## config.mk

```make
export PLATFORM = sky130hd
export DESIGN_NAME = fault_alarm
export DESIGN_NICKNAME = d
export VERILOG_FILES = /design/src/hw/fault_alarm_pkg.sv /design/src/hw/scale_if.sv /design/src/hw/fault_alarm.sv /design/src/hw/scale_unit.sv
export SDC_FILE = /design/constraint.sdc
export NUM_CORES = 1
export LEC_CHECK = 0
export BUFFER_PORTS_ARGS = -buffer_cell sky130_fd_sc_hd__buf_2
export CELL_PAD_IN_SITES_DETAIL_PLACEMENT = 1
export CELL_PAD_IN_SITES_GLOBAL_PLACEMENT = 1
export CORE_MARGIN = 2
export CORE_UTILIZATION = 40
export DETAILED_ROUTE_END_ITERATION = 6
export PLACE_DENSITY = 0.73
export SETUP_SLACK_MARGIN = 0.4
export SLEW_MARGIN = 25
export SYNTH_ARGS = -nofsm -noshare
export SYNTH_HDL_FRONTEND = slang
export SYNTH_SLANG_ARGS = --single-unit
```

## constraint.sdc

```tcl
create_clock -name clock_in -period 7.9 [get_ports clock_in]
set_clock_uncertainty 0.15 [all_clocks]
set_input_delay 1.185 -clock clock_in [delete_from_list [all_inputs] [get_ports clock_in]]
set_output_delay 1.185 -clock clock_in [all_outputs]
set_load 0.03 [all_outputs]
```

## src/hw/fault_alarm_pkg.sv

```systemverilog
// Shared constants and types for the fault alarm and scaling logic.
package fault_alarm_pkg;
	localparam int NUM_CHANNELS = 6;
	localparam int DATA_WIDTH = 14;
	localparam int SCALE_WIDTH = 6;
	localparam int CHAN_WIDTH = 3;
	localparam logic [SCALE_WIDTH-1:0] SCALE_CODE_RESET = 6'h00;
	localparam logic [7:0] SCALE_UNITY = 8'h80;
	localparam int SCALE_SHIFT = 7;
	localparam logic OPEN_DRAIN_RESET = 1'h0;
	typedef enum logic [1:0] {SEQ_IDLE, SEQ_STEP1, SEQ_STEP2, SEQ_STEP3} seq_t;
	typedef enum logic [1:0] {MON_NORMAL, MON_DISABLED, MON_SUPPLY} mon_t;
endpackage

```

## src/hw/scale_if.sv

```systemverilog
// Carrier between the alarm block and its full-scale scaling unit.
`timescale 1ns/10ps
interface scale_if;
	import fault_alarm_pkg::*;
	logic [SCALE_WIDTH-1:0] code;
	logic [DATA_WIDTH-1:0] raw;
	logic bypass;
	logic [DATA_WIDTH-1:0] scaled;
	modport requester (output code, output raw, output bypass, input scaled);
	modport scaler (input code, input raw, input bypass, output scaled);
endinterface

```

## src/hw/fault_alarm.sv

```systemverilog
// Negative compliance and reference overcurrent alarms with output scaling.
// Notes on behaviour
// - Enabling ch0 monitoring onto a negative output: alarm, monitor off, flag, in order.
// - In that case the analog monitor output is placed in its disabled state.
// - Ch0 going negative after monitoring was enabled: alarm, then flag.
// - In that case the monitor output is driven to the ch0 positive supply.
// - Negative-compliance alarm holds until a status read, which releases it.
// - The ch0 negative-compliance mask keeps that event off the alarm output.
// - Reference overcurrent first switches to the internal set resistor.
// - Then the alarm output asserts, then the reference fault flag sets.
// - After a reference fault, a status read releases the alarm output.
// - The reference overcurrent mask keeps that event off the alarm output.
// - Scale codes reset to zero; higher codes lower full scale monotonically.
// - Negative compliance is detected on channel 0 only, and only while sinking.
// - The shared alarm output is active low, optionally open drain.
// - Open-drain operation is off after reset until the host enables it.
`timescale 1ns/10ps
module fault_alarm
	import fault_alarm_pkg::*;
(
	input wire logic clock_in,
	input wire logic rst_n_in,
	input wire logic ch0_monitor_enable_in,
	input wire logic ch0_output_negative_in,
	input wire logic ch0_sinking_in,
	input wire logic reference_overcurrent_in,
	input wire logic ch0_negative_compliance_mask_in,
	input wire logic reference_overcurrent_mask_in,
	input wire logic open_drain_write_in,
	input wire logic open_drain_value_in,
	input wire logic status_read_in,
	input wire logic range_write_in,
	input wire logic [CHAN_WIDTH-1:0] range_channel_in,
	input wire logic [SCALE_WIDTH-1:0] range_code_in,
	input wire logic data_write_in,
	input wire logic [CHAN_WIDTH-1:0] data_channel_in,
	input wire logic [DATA_WIDTH-1:0] data_value_in,
	output logic alarm_n_out,
	output logic alarm_oe_out,
	output mon_t analog_monitor_output_out,
	output logic use_internal_reference_set_resistor_out,
	output logic ch0_negative_compliance_flag_out,
	output logic reference_overcurrent_flag_out,
	output logic [NUM_CHANNELS-1:0][DATA_WIDTH-1:0] channel_data_out
);
	seq_t neg_state, next_neg_state, ref_state, next_ref_state;
	logic neg_cond_q, next_neg_cond_q, mon_en_q, next_mon_en_q;
	logic ref_q, next_ref_q, neg_disable_case, next_neg_disable_case;
	logic neg_latch, next_neg_latch, ref_latch, next_ref_latch;
	logic next_neg_flag, next_ref_flag, next_reference_set_resistor, next_alarm_n;
	logic open_drain, next_open_drain, next_alarm_oe;
	mon_t next_monitor;
	logic neg_cond, neg_event, ref_event, enable_rise;
	logic [NUM_CHANNELS-1:0][SCALE_WIDTH-1:0] scale_code;
	logic [NUM_CHANNELS-1:0][DATA_WIDTH-1:0] next_channel_data;
	scale_if scaler_link ();

	scale_unit u_scale (
		.link(scaler_link)
	);

	assign neg_cond = ch0_monitor_enable_in && ch0_output_negative_in &&
		ch0_sinking_in;
	assign neg_event = neg_cond && !neg_cond_q;
	assign enable_rise = ch0_monitor_enable_in && !mon_en_q;
	assign ref_event = reference_overcurrent_in && !ref_q;

	always_comb begin
		next_neg_cond_q = neg_cond;
		next_mon_en_q = ch0_monitor_enable_in;
		next_ref_q = reference_overcurrent_in;
		next_neg_state = neg_state;
		next_ref_state = ref_state;
		next_neg_disable_case = neg_disable_case;
		next_reference_set_resistor = use_internal_reference_set_resistor_out;
		next_monitor = analog_monitor_output_out;
		// A status read clears latched events; a set in the same cycle wins.
		next_neg_latch = neg_latch && !status_read_in;
		next_ref_latch = ref_latch && !status_read_in;
		next_neg_flag = ch0_negative_compliance_flag_out && !status_read_in;
		next_ref_flag = reference_overcurrent_flag_out && !status_read_in;
		if (!ch0_monitor_enable_in && neg_state == SEQ_IDLE) begin
			next_monitor = MON_NORMAL;
		end
		unique case (neg_state)
			SEQ_IDLE: begin
				if (neg_event) begin
					next_neg_state = SEQ_STEP1;
					next_neg_disable_case = enable_rise;
				end
			end
			SEQ_STEP1: begin
				next_neg_latch = 1'b1;
				next_neg_state = SEQ_STEP2;
			end
			SEQ_STEP2: begin
				if (neg_disable_case) begin
					next_monitor = MON_DISABLED;
				end else begin
					next_monitor = MON_SUPPLY;
				end
				next_neg_state = SEQ_STEP3;
			end
			SEQ_STEP3: begin
				next_neg_flag = 1'b1;
				next_neg_state = SEQ_IDLE;
			end
		endcase
		unique case (ref_state)
			SEQ_IDLE: begin
				if (ref_event) begin
					next_ref_state = SEQ_STEP1;
				end
			end
			SEQ_STEP1: begin
				next_reference_set_resistor = 1'b1;
				next_ref_state = SEQ_STEP2;
			end
			SEQ_STEP2: begin
				next_ref_latch = 1'b1;
				next_ref_state = SEQ_STEP3;
			end
			SEQ_STEP3: begin
				next_ref_flag = 1'b1;
				next_ref_state = SEQ_IDLE;
			end
		endcase
		next_open_drain = open_drain_write_in ? open_drain_value_in :
			open_drain;
		next_alarm_n = !((next_neg_latch && !ch0_negative_compliance_mask_in) ||
			(next_ref_latch && !reference_overcurrent_mask_in));
		// In open-drain mode the pin is only driven while pulling low.
		next_alarm_oe = !next_open_drain || !next_alarm_n;
	end

	always_ff @(posedge clock_in or negedge rst_n_in) begin
		if (!rst_n_in) begin
			neg_state <= SEQ_IDLE;
			ref_state <= SEQ_IDLE;
			neg_cond_q <= 1'b0;
			mon_en_q <= 1'b0;
			ref_q <= 1'b0;
			neg_disable_case <= 1'b0;
			neg_latch <= 1'b0;
			ref_latch <= 1'b0;
			open_drain <= OPEN_DRAIN_RESET;
			alarm_n_out <= 1'b1;
			alarm_oe_out <= 1'b1;
			analog_monitor_output_out <= MON_NORMAL;
			use_internal_reference_set_resistor_out <= 1'b0;
			ch0_negative_compliance_flag_out <= 1'b0;
			reference_overcurrent_flag_out <= 1'b0;
		end else begin
			neg_state <= next_neg_state;
			ref_state <= next_ref_state;
			neg_cond_q <= next_neg_cond_q;
			mon_en_q <= next_mon_en_q;
			ref_q <= next_ref_q;
			neg_disable_case <= next_neg_disable_case;
			neg_latch <= next_neg_latch;
			ref_latch <= next_ref_latch;
			open_drain <= next_open_drain;
			alarm_n_out <= next_alarm_n;
			alarm_oe_out <= next_alarm_oe;
			analog_monitor_output_out <= next_monitor;
			use_internal_reference_set_resistor_out <= next_reference_set_resistor;
			ch0_negative_compliance_flag_out <= next_neg_flag;
			reference_overcurrent_flag_out <= next_ref_flag;
		end
	end

	// Scaling is sourcing only, so a sinking channel 0 passes data unscaled.
	always_comb begin
		scaler_link.code = scale_code[0];
		for (int i = 0; i < NUM_CHANNELS; i++) begin
			if (data_channel_in == CHAN_WIDTH'(i)) begin
				scaler_link.code = scale_code[i];
			end
		end
		scaler_link.raw = data_value_in;
		scaler_link.bypass = (data_channel_in == '0) && ch0_sinking_in;
	end

	for (genvar g = 0; g < NUM_CHANNELS; g++) begin : g_chan
		logic [SCALE_WIDTH-1:0] next_code;
		always_comb begin
			next_code = scale_code[g];
			next_channel_data[g] = channel_data_out[g];
			if (range_write_in && range_channel_in == CHAN_WIDTH'(g)) begin
				next_code = range_code_in;
			end
			if (data_write_in && data_channel_in == CHAN_WIDTH'(g)) begin
				next_channel_data[g] = scaler_link.scaled;
			end
		end
		always_ff @(posedge clock_in or negedge rst_n_in) begin
			if (!rst_n_in) begin
				scale_code[g] <= SCALE_CODE_RESET;
				channel_data_out[g] <= '0;
			end else begin
				scale_code[g] <= next_code;
				channel_data_out[g] <= next_channel_data[g];
			end
		end
	end
endmodule

```

## src/hw/scale_unit.sv

```systemverilog
// Full-scale scaling of one data word by the factor (1 - code/128).
`timescale 1ns/10ps
module scale_unit
	import fault_alarm_pkg::*;
(
	scale_if.scaler link
);
	logic [7:0] factor;
	logic [DATA_WIDTH+7:0] product;

	// The factor never exceeds unity, so the result always fits the data width.
	always_comb begin
		factor = SCALE_UNITY - {2'h0, link.code};
		product = {8'h00, link.raw} * {{DATA_WIDTH{1'b0}}, factor};
		if (link.bypass) begin
			link.scaled = link.raw;
		end else begin
			link.scaled = product[SCALE_SHIFT +: DATA_WIDTH];
		end
	end
endmodule

```

Word level (Yosys, flattened, before mapping)
Cells that the tools add are included.

storage, ports and cells
  flip-flop bits (word level) = 138
  input port bits = 39
  word-level logic and storage cells = 107

operators by class
  $add $sub $neg = 1
  multipliers = 1
  equal/unequal tests = 18
  muxes and demuxes = 18
  reduce and logical (&&, ||, !) cells = 42

operators with widths
  kind                                             number
  two-way mux 6 bit                                5
  logical AND 1 bit                                25
  multiplier 14 x 8 -> 21 bit                      1
  case mux 2 bit (4 select lines)                  2
  two-way mux 14 bit                               1
  == test 3 x 2 -> 1 bit, second input constant    4
  == test 3 bit, second input constant             4
  two-way mux 2 bit                                5
  zero test 1 bit                                  9
  == test 2 bit, second input constant             4
  subtractor 8 x 6 -> 8 bit, first input constant  1
  == test 3 x 1 -> 1 bit, second input constant    2
  zero test 3 bit                                  2
  two-way mux 1 bit                                5
  == test 2 x 1 -> 1 bit, second input constant    2
  zero test 2 bit                                  2
  inequality test 2 bit, second input constant     2
  logical OR 1 bit                                 2
  AND reduction 2 bit                              1
  nonzero test 2 bit                               1

Depth between registers and ports, before layout
Gate-level depths: netlist (run 1).

  word-level depth = 9
  gate-level depth with buffers = 30
  mapped depth without buffers = 27

Modules after synthesis
Synthesis (run 1) repeated with hierarchy kept, for this count alone.

unflattened totals
  cell total of the unflattened synthesis = 821
  area total of the unflattened synthesis = 9,585.4 um^2

by module, submodules not included
  module       times used  cells an instance  area each (um^2)  seq. area each (um^2)
  fault_alarm  1           375                5,880.6           3,455.8
  scale_unit   1           446                3,704.8           0.0

Worst setup path before layout (run 1)
Ideal clock, no wire load.

  kind = input to register
  start = input data_channel_in[1]
  end = register channel_data_out[69] (netlist name)
  library setup time = 130 ps
  arrival time = 7,533 ps
  required time = 7,620 ps
  slack = 87 ps
  stages = 25
  buffers on the path = 2
  cells stage by stage = buf_6 -> mux2_2 -> a22o_1 -> a222oi_1 -> o211ai_1 -> and2b_1 -> xor2_1 -> clkbuf_1 -> nor2b_1 -> fa_1 -> fa_1 -> fa_1 -> inv_1 -> fa_1 -> inv_1 -> ha_1 -> a21oi_1 -> nor2_1 -> a211o_1 -> a211o_1 -> o221ai_1 -> a21oi_1 -> mux2_4 -> nor4_1 -> a21oi_1

on the way
  word-level cells in the longest chain between the ends = 9
  elaborated cells on any way between the ends = 16
  classes of those cells = add/sub: 1; mul: 1; eq/ne: 5; mux: 6; reduce/logical: 3

RTL lines
  what                             line                source
  from (decl)                      fault_alarm.sv:36   input wire logic [CHAN_WIDTH-1:0] data_channel_in,
  == test 3 x 1 -> 1 bit           fault_alarm.sv:176  if (data_channel_in == CHAN_WIDTH'(i)) begin
  two-way mux 6 bit (5 in a row)   fault_alarm.sv:176
  subtractor 8 x 6 -> 8 bit        scale_unit.sv:13    factor = SCALE_UNITY - {2'h0, link.code};
  multiplier 14 x 8 -> 21 bit      scale_unit.sv:14    product = {8'h00, link.raw} * {{DATA_WIDTH{1'b0}}, factor};
  two-way mux 14 bit               scale_unit.sv:15    if (link.bypass) begin
  to (signal, indexed assignment)  fault_alarm.sv:202  channel_data_out[g] <= next_channel_data[g];
  to (decl)                        fault_alarm.sv:44   output logic [NUM_CHANNELS-1:0][DATA_WIDTH-1:0] channel_data_out

Several ways; a longest one is shown, not always the timed one.
A chain may end at the register's enable or synchronous reset.

Worst setup path in the final report (run 1)
Same ends and word-level chain as after synthesis.

==> results of run 1 <==
area by class of cell:
type                            count  area [µm²]
Sequential cell                   138        3456
Antenna cell                        1       2.502
Inverter                           99       371.6
Clock buffer                       17       425.4
Tap cell                          285       356.6
Clock inverter                     15       146.4
Multi-Input combinational cell    644        5594
Fill cell                        2511       10780
Timing Repair Buffer              211        1368
through the flow:
| stage | TNS [ns] | hold slack (ns) |
|---|---|---|
| 2_1_floorplan | 0 | 0.2608 |
| 3_3_place_gp | -0.7362 | 0.2728 |
| 3_5_place_dp | -2.565 | 0.3041 |
| 4_1_cts | 0 | 0.3208 |
| 5_1_grt | 0 | 0.3294 |
| 6_report | 0 | 0.3126 |
worst max-delay path, delay by kind of cell:
| family | cells | cell delay (ns) |
|---|---|---|
| mux | 1 | 0.38 |
| fa+ha+maj | 5 | 2.20 |
| compound gates | 8 | 1.89 |
| xor+xnor | 1 | 0.24 |
| simple gates | 6 | 0.94 |
| buf+inv | 7 | 0.81 |
synthesized netlist by cell type, types with 3 or more instances:
| master | count | area [µm²] |
|---|---|---|
| inv_1 | 99 | 371.6 |
| and2_1 | 60 | 375.4 |
| fa_1 | 70 | 1401 |
| mux2_2 | 43 | 484.2 |
| nor2_1 | 26 | 97.59 |
| o21ai_0 | 87 | 435.4 |
| or3_1 | 5 | 31.28 |
| o21ai_1 | 3 | 15.01 |
| xnor2_1 | 9 | 78.83 |
| dfrtp_1 | 136 | 3403 |
| nor3_1 | 10 | 50.05 |
| o21a_1 | 3 | 22.52 |
| mux2i_1 | 6 | 60.06 |
| a21o_1 | 6 | 45.04 |
| ha_1 | 48 | 600.6 |
| nand2b_1 | 9 | 56.30 |
| nor2b_1 | 26 | 162.7 |
| and2b_1 | 3 | 22.52 |
| a211o_1 | 4 | 35.03 |
| and3_1 | 4 | 25.02 |
| buf_6 | 3 | 33.78 |
| a31oi_1 | 4 | 25.02 |
| nand2_1 | 123 | 461.7 |
| nand3_1 | 18 | 90.09 |
| nor4_1 | 5 | 31.28 |
| and3b_1 | 3 | 26.28 |
| xor2_1 | 6 | 52.55 |
| clkbuf_1 | 27 | 101.4 |
| a21oi_1 | 26 | 130.1 |
per-layer routing:
| metal | track usage, % | vias up | wire length, µm |
|---|---|---|---|
| li1 | - | 3390 | - |
| met1 | 29.29 | 3693 | 12020 |
| met2 | 38.60 | 162 | 13780 |
| met3 | 3.482 | 29 | 962 |
| met4 | 6.790 | 0 | 527 |
| met5 | 0 | - | 0 |
registers in the layout, summed over array words and instances (netlist names):
| signal | count |
|---|---|
| ref_latch | 1 |
| analog_monitor_output_out | 2 |
| scale_code | 36 |
| neg_disable_case | 1 |
| alarm_n_out | 1 |
| ref_q | 1 |
| ch0_negative_compliance_flag_out | 1 |
| alarm_oe_out | 1 |
| neg_cond_q | 1 |
| ref_state | 2 |
| mon_en_q | 1 |
| reference_overcurrent_flag_out | 1 |
| neg_state | 2 |
| neg_latch | 1 |
| channel_data_out | 84 |
| use_internal_reference_set_resistor_out | 1 |
| open_drain | 1 |
repair_timing:
item                       CTS  global route
buffers inserted             3            16
cloned                       0             1
pin swaps                    5            53
gates resized for setup     11            80
hold buffers                 0             0
setup endpoints to repair   17            78
cells by family after synthesis:
group,after synthesis
compound gates,155
xor+xnor,15
buf+inv,134
flops,138
simple gates,304
mux,52
fa+ha+maj,118
worst paths after layout:
check | start | to | cells after the start
worst max register to register | scale_code[9]$_DFFE_PN0P_ | channel_data_out[69]$_DFFE_PN0P_ | 26
worst max-delay path | data_channel_in[1] | channel_data_out[69]$_DFFE_PN0P_ | 28
min in group asynchronous | rst_n_in | channel_data_out[42]$_DFFE_PN0P_ | 1
worst min-delay path | use_internal_reference_set_resistor_out$_DFFE_PN0N_ | use_internal_reference_set_resistor_out$_DFFE_PN0N_ | 1
worst min register to register | use_internal_reference_set_resistor_out$_DFFE_PN0N_ | use_internal_reference_set_resistor_out$_DFFE_PN0N_ | 1
max in group asynchronous | rst_n_in | scale_code[24]$_DFFE_PN0P_ | 2
==> run summary, run 1 <==
Crit Path Max Fanout: 5
RSZ-0062 raised after global routing: true
status: complete, no violations
Initial Util: 40.62%
final instance area: 0.01172 mm²
Final WS setup: 0.3873 ns
Relative slew margins: 31.49%
H-tree lvl count: 4
Post-synth top flop: dfrtp_1
Cells after Synth: 916
Place WS: -0.1875 ns
Tightest Hold Check Type: flip-flop to flip-flop
xor/xnor cell area share of the yosys netlist: 1.437%
via count: 7274
Layout Cells excl Fill: 1410
Synth Area in Compound Gates: 9.870%
Die Y: 155.2 µm
mux cell area share after synthesis: 6.434%
Avg Inst Size Synth: 9.978 µm²
CTS tree: built
clock latency on the worst-skew pair: 0.43 ns
Worst Path Required: 8.04 ns
Die Span X: 155.2 µm
drt pass-1 iters: 7
final setup vio count: 0
worst-margin pin slew: 1.020 ns
final hold vios: 0
Syn Nets: 1073
dpl hpwl: 19.35 mm
r2r setup slk: 0.91 ns
commonest non-fill, non-tap cell in the layout: dfrtp_1
max_cap viols: 0
Critical Path End Type: flip-flop
Post-synth EDFFs: 0
CTS Buffer Depth: 2
Std-Cell Core Area: 0.02250 mm²
f_max: 133.1 MHz
mapped cell area: 0.009140 mm²
number of routed nets with antenna violations: 0
Clock transition at path regs: 0.07 ns
final WL: 27.29 mm
Synth Area in Simple Gates: 16.73%
DR WL/cell: 19.35 µm
Placed Instance Area: 0.01054 mm²
initial antenna violation count: 1
first-pass GRT wire length: 41.86 mm
slowest stage cell, crit path: fa_1
Layout Utilization: 52.08%
number of synthesized register bits: 138
Total GRT Usage: 22.43%
Yosys cell types: 60
Root Driver: clkbuf_16
row count: 55
pin count of the biggest net entering global routing: 74
DRC Markers: 0
GPL Wtd Cong: 0.8056
crit-path max cell delay: 0.54 ns
critical path type: input pin to flip-flop
vias in the first global route: 7769
Final Cycle Share: 95.10%
Num Clock Sinks: 138
Pins Over Slew Limit: 0
NumNets Final: 1268
yosys warns: 0
fraction of layout cells with a size suffix above 1: 31.41%
Num CTS Buffers: 17
Period minus WS final: 7.513 ns
Area growth syn-to-layout: 28.23%
post-DR vias/cell: 5.159
crit-path most repeated cell: fa_1
Buffers on Ports: 129
Worst EP arrival: 7.65 ns
io pins: 130
DIE AREA: 0.02407 mm²
Seq/Total Area, Yosys: 37.81%
largest family of logic cells by synthesized area: adder cells
nature of the critical path startpoint: input pin
Congestion Overflow GR: 0
Placed Cells: 1357
1st-iter DRT viols: 367
most frequent cells in the layout: 136 x dfrtp_1, 126 x buf_2, 121 x nand2_1, 95 x inv_1
Synth Area in Adders: 21.90%
ys async rst share: 100.0%
Power of run 1 is left out: the tool's default activity adds up to more than one toggle a clock period on the data nets, which glitch-free logic cannot reach.
==> run 2, diff against run 1 <==
--- a/config.mk
+++ b/config.mk
@@ -6,12 +6,10 @@
 export NUM_CORES = 1
 export LEC_CHECK = 0
 export BUFFER_PORTS_ARGS = -buffer_cell sky130_fd_sc_hd__buf_2
-export CELL_PAD_IN_SITES_DETAIL_PLACEMENT = 1
-export CELL_PAD_IN_SITES_GLOBAL_PLACEMENT = 1
 export CORE_MARGIN = 2
 export CORE_UTILIZATION = 40
 export DETAILED_ROUTE_END_ITERATION = 6
-export PLACE_DENSITY = 0.73
+export PLACE_DENSITY = 0.59
 export SETUP_SLACK_MARGIN = 0.4
 export SLEW_MARGIN = 25
 export SYNTH_ARGS = -nofsm -noshare
==> run summary, run 2 (synthesized netlist as in run 1, its figures left out) <==
Critical R2R Capture: channel_data_out[69]$_DFFE_PN0P_ (unchanged)
Congestion Overflow GR: 0 (unchanged)
Relative slew margins: 38.43% (was 31.49%)
Area growth syn-to-layout: 29.73% (was 28.23%)
drt pass-1 iters: 4 (was 7)
dpl hpwl: 17.49 mm (was 19.35 mm)
fraction of layout cells with a size suffix above 1: 32.27% (was 31.41%)
status: complete, no violations (unchanged)
via count: 7151 (was 7274)
Num Clock Sinks: 138 (unchanged)
ant diodes: 0 (was 1)
1st-iter DRT viols: 323 (was 367)
worst-margin pin slew: 0.9213 ns (was 1.020 ns)
NumNets Final: 1275 (was 1268)
io pins: 130 (unchanged)
commonest non-fill, non-tap cell in the layout: dfrtp_1 (unchanged)
Die Span X: 155.2 µm (unchanged)
CTS Buffer Depth: 2 (unchanged)
Placed Cells: 1367 (was 1357)
Tightest Hold Check Type: flip-flop to flip-flop (unchanged)
Period minus WS final: 7.333 ns (was 7.513 ns)
Buffers on Ports: 129 (unchanged)
DRC Markers: 0 (unchanged)
f_max: 136.4 MHz (was 133.1 MHz)
H-tree lvl count: 4 (unchanged)
vias in the first global route: 7320 (was 7769)
hold path depth: 1 (unchanged)
r2r setup slk: 1.19 ns (was 0.91 ns)
Initial Util: 40.62% (unchanged)
first-pass GRT wire length: 38.77 mm (was 41.86 mm)
Crit Path Max Fanout: 7 (was 5)
Top Registers: channel_data_out x84, scale_code x36 (unchanged)
nature of the critical path startpoint: input pin (unchanged)
initial antenna violation count: 0 (was 1)
GPL Wtd Cong: 0.8316 (was 0.8056)
crit-path max cell delay: 0.57 ns (was 0.54 ns)
Layout Cells excl Fill: 1416 (was 1410)
Worst Path Required: 8.04 ns (about the same)
RSZ-0062 raised after global routing: true (unchanged)
Final Cycle Share: 92.82% (was 95.10%)
Critical Path End Type: flip-flop (unchanged)
Num CTS Buffers: 17 (unchanged)
clock latency on the worst-skew pair: 0.42 ns (was 0.43 ns)
row count: 55 (unchanged)
r2r startpoint: scale_code[9]$_DFFE_PN0P_ (unchanged)
final setup vio count: 0 (unchanged)
pin count of the biggest net entering global routing: 73 (was 74)
Most flops, register: channel_data_out (unchanged)
hold wc startpoint: mon_en_q$_DFF_PN0_ (was use_internal_reference_set_resistor_out$_DFFE_PN0N_)
CTS tree: built (unchanged)
Worst EP arrival: 7.47 ns (was 7.65 ns)
Std-Cell Core Area: 0.02250 mm² (unchanged)
Die Y: 155.2 µm (unchanged)
Clock transition at path regs: 0.06 ns (was 0.07 ns)
hold_buf cts: 0 (unchanged)
Min-Delay Endpoint: neg_disable_case$_DFFE_PN0P_ (was use_internal_reference_set_resistor_out$_DFFE_PN0N_)
DIE AREA: 0.02407 mm² (unchanged)
final hold vios: 0 (unchanged)
number of routed nets with antenna violations: 0 (unchanged)
final WL: 24.17 mm (was 27.29 mm)
Root Driver: clkbuf_16 (unchanged)
Pins Over Slew Limit: 0 (unchanged)
Hold WS: 0.2819 ns (was 0.3126 ns)
DR WL/cell: 17.07 µm (was 19.35 µm)
Reg2Reg Depth: 24 (was 26)
Total GRT Usage: 20.60% (was 22.43%)
max_cap viols: 0 (unchanged)
critical path type: input pin to flip-flop (unchanged)
filler cell count: 2061 (was 2511)
most frequent cells in the layout: 136 x dfrtp_1, 125 x buf_2, 120 x nand2_1, 87 x inv_1, 78 x o21ai_0 (was 136 x dfrtp_1, 126 x buf_2, 121 x nand2_1, 95 x inv_1)
max reg flops: 84 (unchanged)
post-DR vias/cell: 5.050 (was 5.159)
slowest stage cell, crit path: fa_1 (unchanged)
crit-path most repeated cell: fa_1 (unchanged)
## run 2: final cells by class
type	instances	area (µm²)	share of cell area [%]
Clock buffer	17	425.4	3.588
Multi-Input combinational cell	645	5614	47.35
Inverter	99	371.6	3.134
Sequential cell	138	3456	29.14
Clock inverter	15	180.2	1.519
Timing Repair Buffer	217	1454	12.26
Tap cell	285	356.6	3.007
## run 2: what timing repair did
action / in CTS / in global routing
setup buffers: 0 / 14
resized for setup: 11 / 100
cloned: 1 / 2
endpoints found under the hold margin: 0 / 0
endpoints found under the setup margin: 17 / 78
pin swaps: 3 / 39
## run 2: worst max-delay path: cells and delay by family
kind | cells | cell delay, ns
mux | 2 | 0.66
compound gates | 7 | 1.55
simple gates | 4 | 0.54
buf+inv | 8 | 0.77
fa+ha+maj | 6 | 2.53
xor+xnor | 1 | 0.21
## run 2: worst max-delay path by stage
stage	startpoint	to	slack, ns	cells after the start
after floorplan	data_channel_in[1]	channel_data_out[27]$_DFFE_PN0P_	0.40	25
after global routing	data_channel_in[1]	channel_data_out[69]$_DFFE_PN0P_	0.31	29
after global placement	data_channel_in[1]	channel_data_out[55]$_DFFE_PN0P_	-0.21	25
after CTS	data_channel_in[0]	channel_data_out[54]$_DFFE_PN0P_	0.45	25
final	data_channel_in[1]	channel_data_out[69]$_DFFE_PN0P_	0.57	28
after detailed placement	data_channel_in[1]	channel_data_out[55]$_DFFE_PN0P_	-0.23	26
## run 2: per-layer routing
metal | track usage [%] | wire, µm | part of all wire [%] | up-vias
li1 | - | - | - | 3412
met1 | 28.43 | 11360 | 47 | 3546
met2 | 34.01 | 11670 | 48 | 171
met3 | 3.343 | 850 | 3.5 | 22
met4 | 5.335 | 279 | 1.2 | 0
met5 | 0 | 0 | 0 | -
## run 2: metrics by stage
stage	TNS [ns]	utilization [%]	setup slack [ns]	area [µm²]
global placement	-1.276	47.13	-0.2127	10610
finish	0	52.69	0.5669	11860
global route	0	52.69	0.3141	11860
CTS	0	50.07	0.4454	11270
floorplan	0	-	0.4028	9206
detailed placement	-3.071	47.13	-0.2332	10610
Power of run 2 is left out for the same reason.
==> run 3, diff against run 2 <==
--- a/config.mk
+++ b/config.mk
@@ -6,6 +6,7 @@
 export NUM_CORES = 1
 export LEC_CHECK = 0
 export BUFFER_PORTS_ARGS = -buffer_cell sky130_fd_sc_hd__buf_2
+export CORE_ASPECT_RATIO = 1.2
 export CORE_MARGIN = 2
 export CORE_UTILIZATION = 40
 export DETAILED_ROUTE_END_ITERATION = 6
==> run summary, run 3 (synthesized netlist as in run 1, its figures left out) <==
vias in the first global route: 7321 (was 7320)
r2r startpoint: scale_code[9]$_DFFE_PN0P_ (unchanged)
number of routed nets with antenna violations: 0 (unchanged)
DRC Markers: 0 (unchanged)
post-DR vias/cell: 5.094 (was 5.050)
Multi-input gate area: 0.005519 mm² (was 0.005614 mm²)
dpl hpwl: 18.62 mm (was 17.49 mm)
r2r setup slk: 1.10 ns (was 1.19 ns)
hold path depth: 1 (unchanged)
GPL Wtd Cong: 0.8793 (was 0.8316)
nature of the critical path startpoint: input pin (unchanged)
Crit Path Max Fanout: 5 (was 7)
Worst Path Required: 8.05 ns (was 8.04 ns)
initial antenna violation count: 0 (unchanged)
Most flops, register: channel_data_out (unchanged)
Pins Over Slew Limit: 0 (unchanged)
CTS Buffer Depth: 2 (unchanged)
Worst EP arrival: 7.47 ns (about the same)
RSZ-0062 raised after global routing: true (unchanged)
row count: 60 (was 55)
Std-Cell Core Area: 0.02245 mm² (was 0.02250 mm²)
Root Driver: clkbuf_16 (unchanged)
Layout Utilization: 52.74% (was 52.69%)
io pins: 130 (unchanged)
Tightest Hold Check Type: flip-flop to flip-flop (unchanged)
NumNets Final: 1285 (was 1275)
Num CTS Buffers: 17 (unchanged)
final setup vio count: 0 (unchanged)
Reg area: 0.003456 mm² (unchanged)
drt pass-1 iters: 5 (was 4)
Min-Delay Endpoint: neg_disable_case$_DFFE_PN0P_ (unchanged)
DR WL/cell: 17.97 µm (was 17.07 µm)
ant diodes: 0 (unchanged)
Num Clock Sinks: 138 (unchanged)
worst-margin pin slew: 1.052 ns (was 0.9213 ns)
final WL: 25.52 mm (was 24.17 mm)
Initial Util: 40.72% (was 40.62%)
Critical Path End Type: flip-flop (unchanged)
final hold vios: 0 (unchanged)
Buffers on Ports: 129 (unchanged)
Die Span X: 142.0 µm (was 155.2 µm)
max reg flops: 84 (unchanged)
Hold WS: 0.2910 ns (was 0.2819 ns)
first-pass GRT wire length: 40.01 mm (was 38.77 mm)
hold_buf cts: 0 (unchanged)
Reg2Reg Depth: 27 (was 24)
commonest non-fill, non-tap cell in the layout: dfrtp_1 (unchanged)
Total GRT Usage: 21.60% (was 20.60%)
Die Y: 169.6 µm (was 155.2 µm)
via count: 7234 (was 7151)
status: complete, no violations (unchanged)
final instance area: 0.01184 mm² (was 0.01186 mm²)
Period minus WS final: 7.319 ns (was 7.333 ns)
Critical R2R Capture: channel_data_out[83]$_DFFE_PN0P_ (was channel_data_out[69]$_DFFE_PN0P_)
Placed Instance Area: 0.01069 mm² (was 0.01061 mm²)
fraction of layout cells with a size suffix above 1: 31.64% (was 32.27%)
hold wc startpoint: mon_en_q$_DFF_PN0_ (unchanged)
Final Cycle Share: 92.65% (was 92.82%)
critical path type: input pin to flip-flop (unchanged)
f_max: 136.6 MHz (was 136.4 MHz)
DIE AREA: 0.02408 mm² (was 0.02407 mm²)
Relative slew margins: 29.68% (was 38.43%)
Top Registers: channel_data_out x84, scale_code x36 (unchanged)
max_cap viols: 0 (unchanged)
Clock transition at path regs: 0.07 ns (was 0.06 ns)
clock latency on the worst-skew pair: 0.42 ns (about the same)
most frequent cells in the layout: 136 x dfrtp_1, 126 x buf_2, 122 x nand2_1, 94 x inv_1, 81 x buf_4 (was 136 x dfrtp_1, 125 x buf_2, 120 x nand2_1, 87 x inv_1, 78 x o21ai_0)
Area growth syn-to-layout: 29.51% (was 29.73%)
1st-iter DRT viols: 352 (was 323)
pin count of the biggest net entering global routing: 80 (was 73)
H-tree lvl count: 4 (unchanged)
Congestion Overflow GR: 0 (unchanged)
CTS tree: built (unchanged)
filler cell count: 2042 (was 2061)
-- run 3: changes by cell type in the layout (fill, tap and decap cells not counted), moves of 3 or more --
cell,change
inv_2,-7
ha_1,+3
inv_8,-5
inv_1,+7
and2_4,+5
inv_6,-4
nor2b_1,+3
clkbuf_1,+3
buf_4,+8
and2_1,-5
-- run 3: area by class of cell --
type / count / share of cell area (%)
clock buffers: 22 / 3.921
clock inverters: 10 / 0.9830
inverters: 99 / 3.139
multi-input cells: 645 / 46.62
flip-flops and latches: 138 / 29.19
well taps: 279 / 2.949
repair buffers: 227 / 13.19
-- run 3: timing repair --
action,4_1_cts,5_1_grt
gates cloned,0,6
gates resized for setup,9,78
endpoints found under the setup margin,41,70
setup buffers,0,10
pin swaps,2,29
-- run 3: worst max path at each step --
stage | from | to | slack (ns) | depth (start not counted)
finish | data_channel_in[0] | channel_data_out[83]$_DFFE_PN0P_ | 0.58 | 28
global placement | data_channel_in[1] | channel_data_out[40]$_DFFE_PN0P_ | -0.32 | 25
global route | data_channel_in[0] | channel_data_out[62]$_DFFE_PN0P_ | 0.35 | 30
CTS | data_channel_in[1] | channel_data_out[69]$_DFFE_PN0P_ | 0.40 | 29
floorplan | data_channel_in[1] | channel_data_out[27]$_DFFE_PN0P_ | 0.40 | 25
detailed placement | data_channel_in[1] | channel_data_out[26]$_DFFE_PN0P_ | -0.40 | 25
-- run 3: per-layer routing --
layer  share of wire (%)  wire length (µm)  global-route usage, %  vias up
met5                   0                 0                      0        -
met4                 2.2               551                  6.304        0
met3                 4.6              1175                  3.837       41
met2                  50             12670                  36.13      184
met1                  44             11130                  28.78     3570
li1                    -                 -                      -     3439
-- run 3: worst max-delay path: stages --
cell	delay [ns]
buf_12	0.11
buf_8	0.11
mux2_4	0.29
a222oi_1	0.29
buf_4	0.18
o211ai_1	0.11
buf_4	0.17
nor2_4	0.23
nand2_4	0.11
buf_8	0.15
and2_4	0.15
fa_1	0.52
fa_1	0.43
fa_1	0.50
inv_1	0.06
fa_1	0.54
inv_1	0.07
ha_4	0.26
a21oi_2	0.11
nand2_1	0.09
a211o_1	0.30
a211o_1	0.33
o221ai_4	0.24
a21oi_4	0.14
mux2i_4	0.23
buf_6	0.15
nor4_2	0.28
nor2_1	0.08
-- run 3: through the flow --
step           setup TNS [ns]  cells  worst slack [ns]
6_report                    0   1420            0.5810
5_1_grt                     0   1420            0.3500
4_1_cts                     0   1404            0.4006
3_5_place_dp           -9.459   1372           -0.3968
3_3_place_gp           -4.660   1372           -0.3224
2_1_floorplan               0    916            0.4028
Power of run 3 is left out for the same reason.
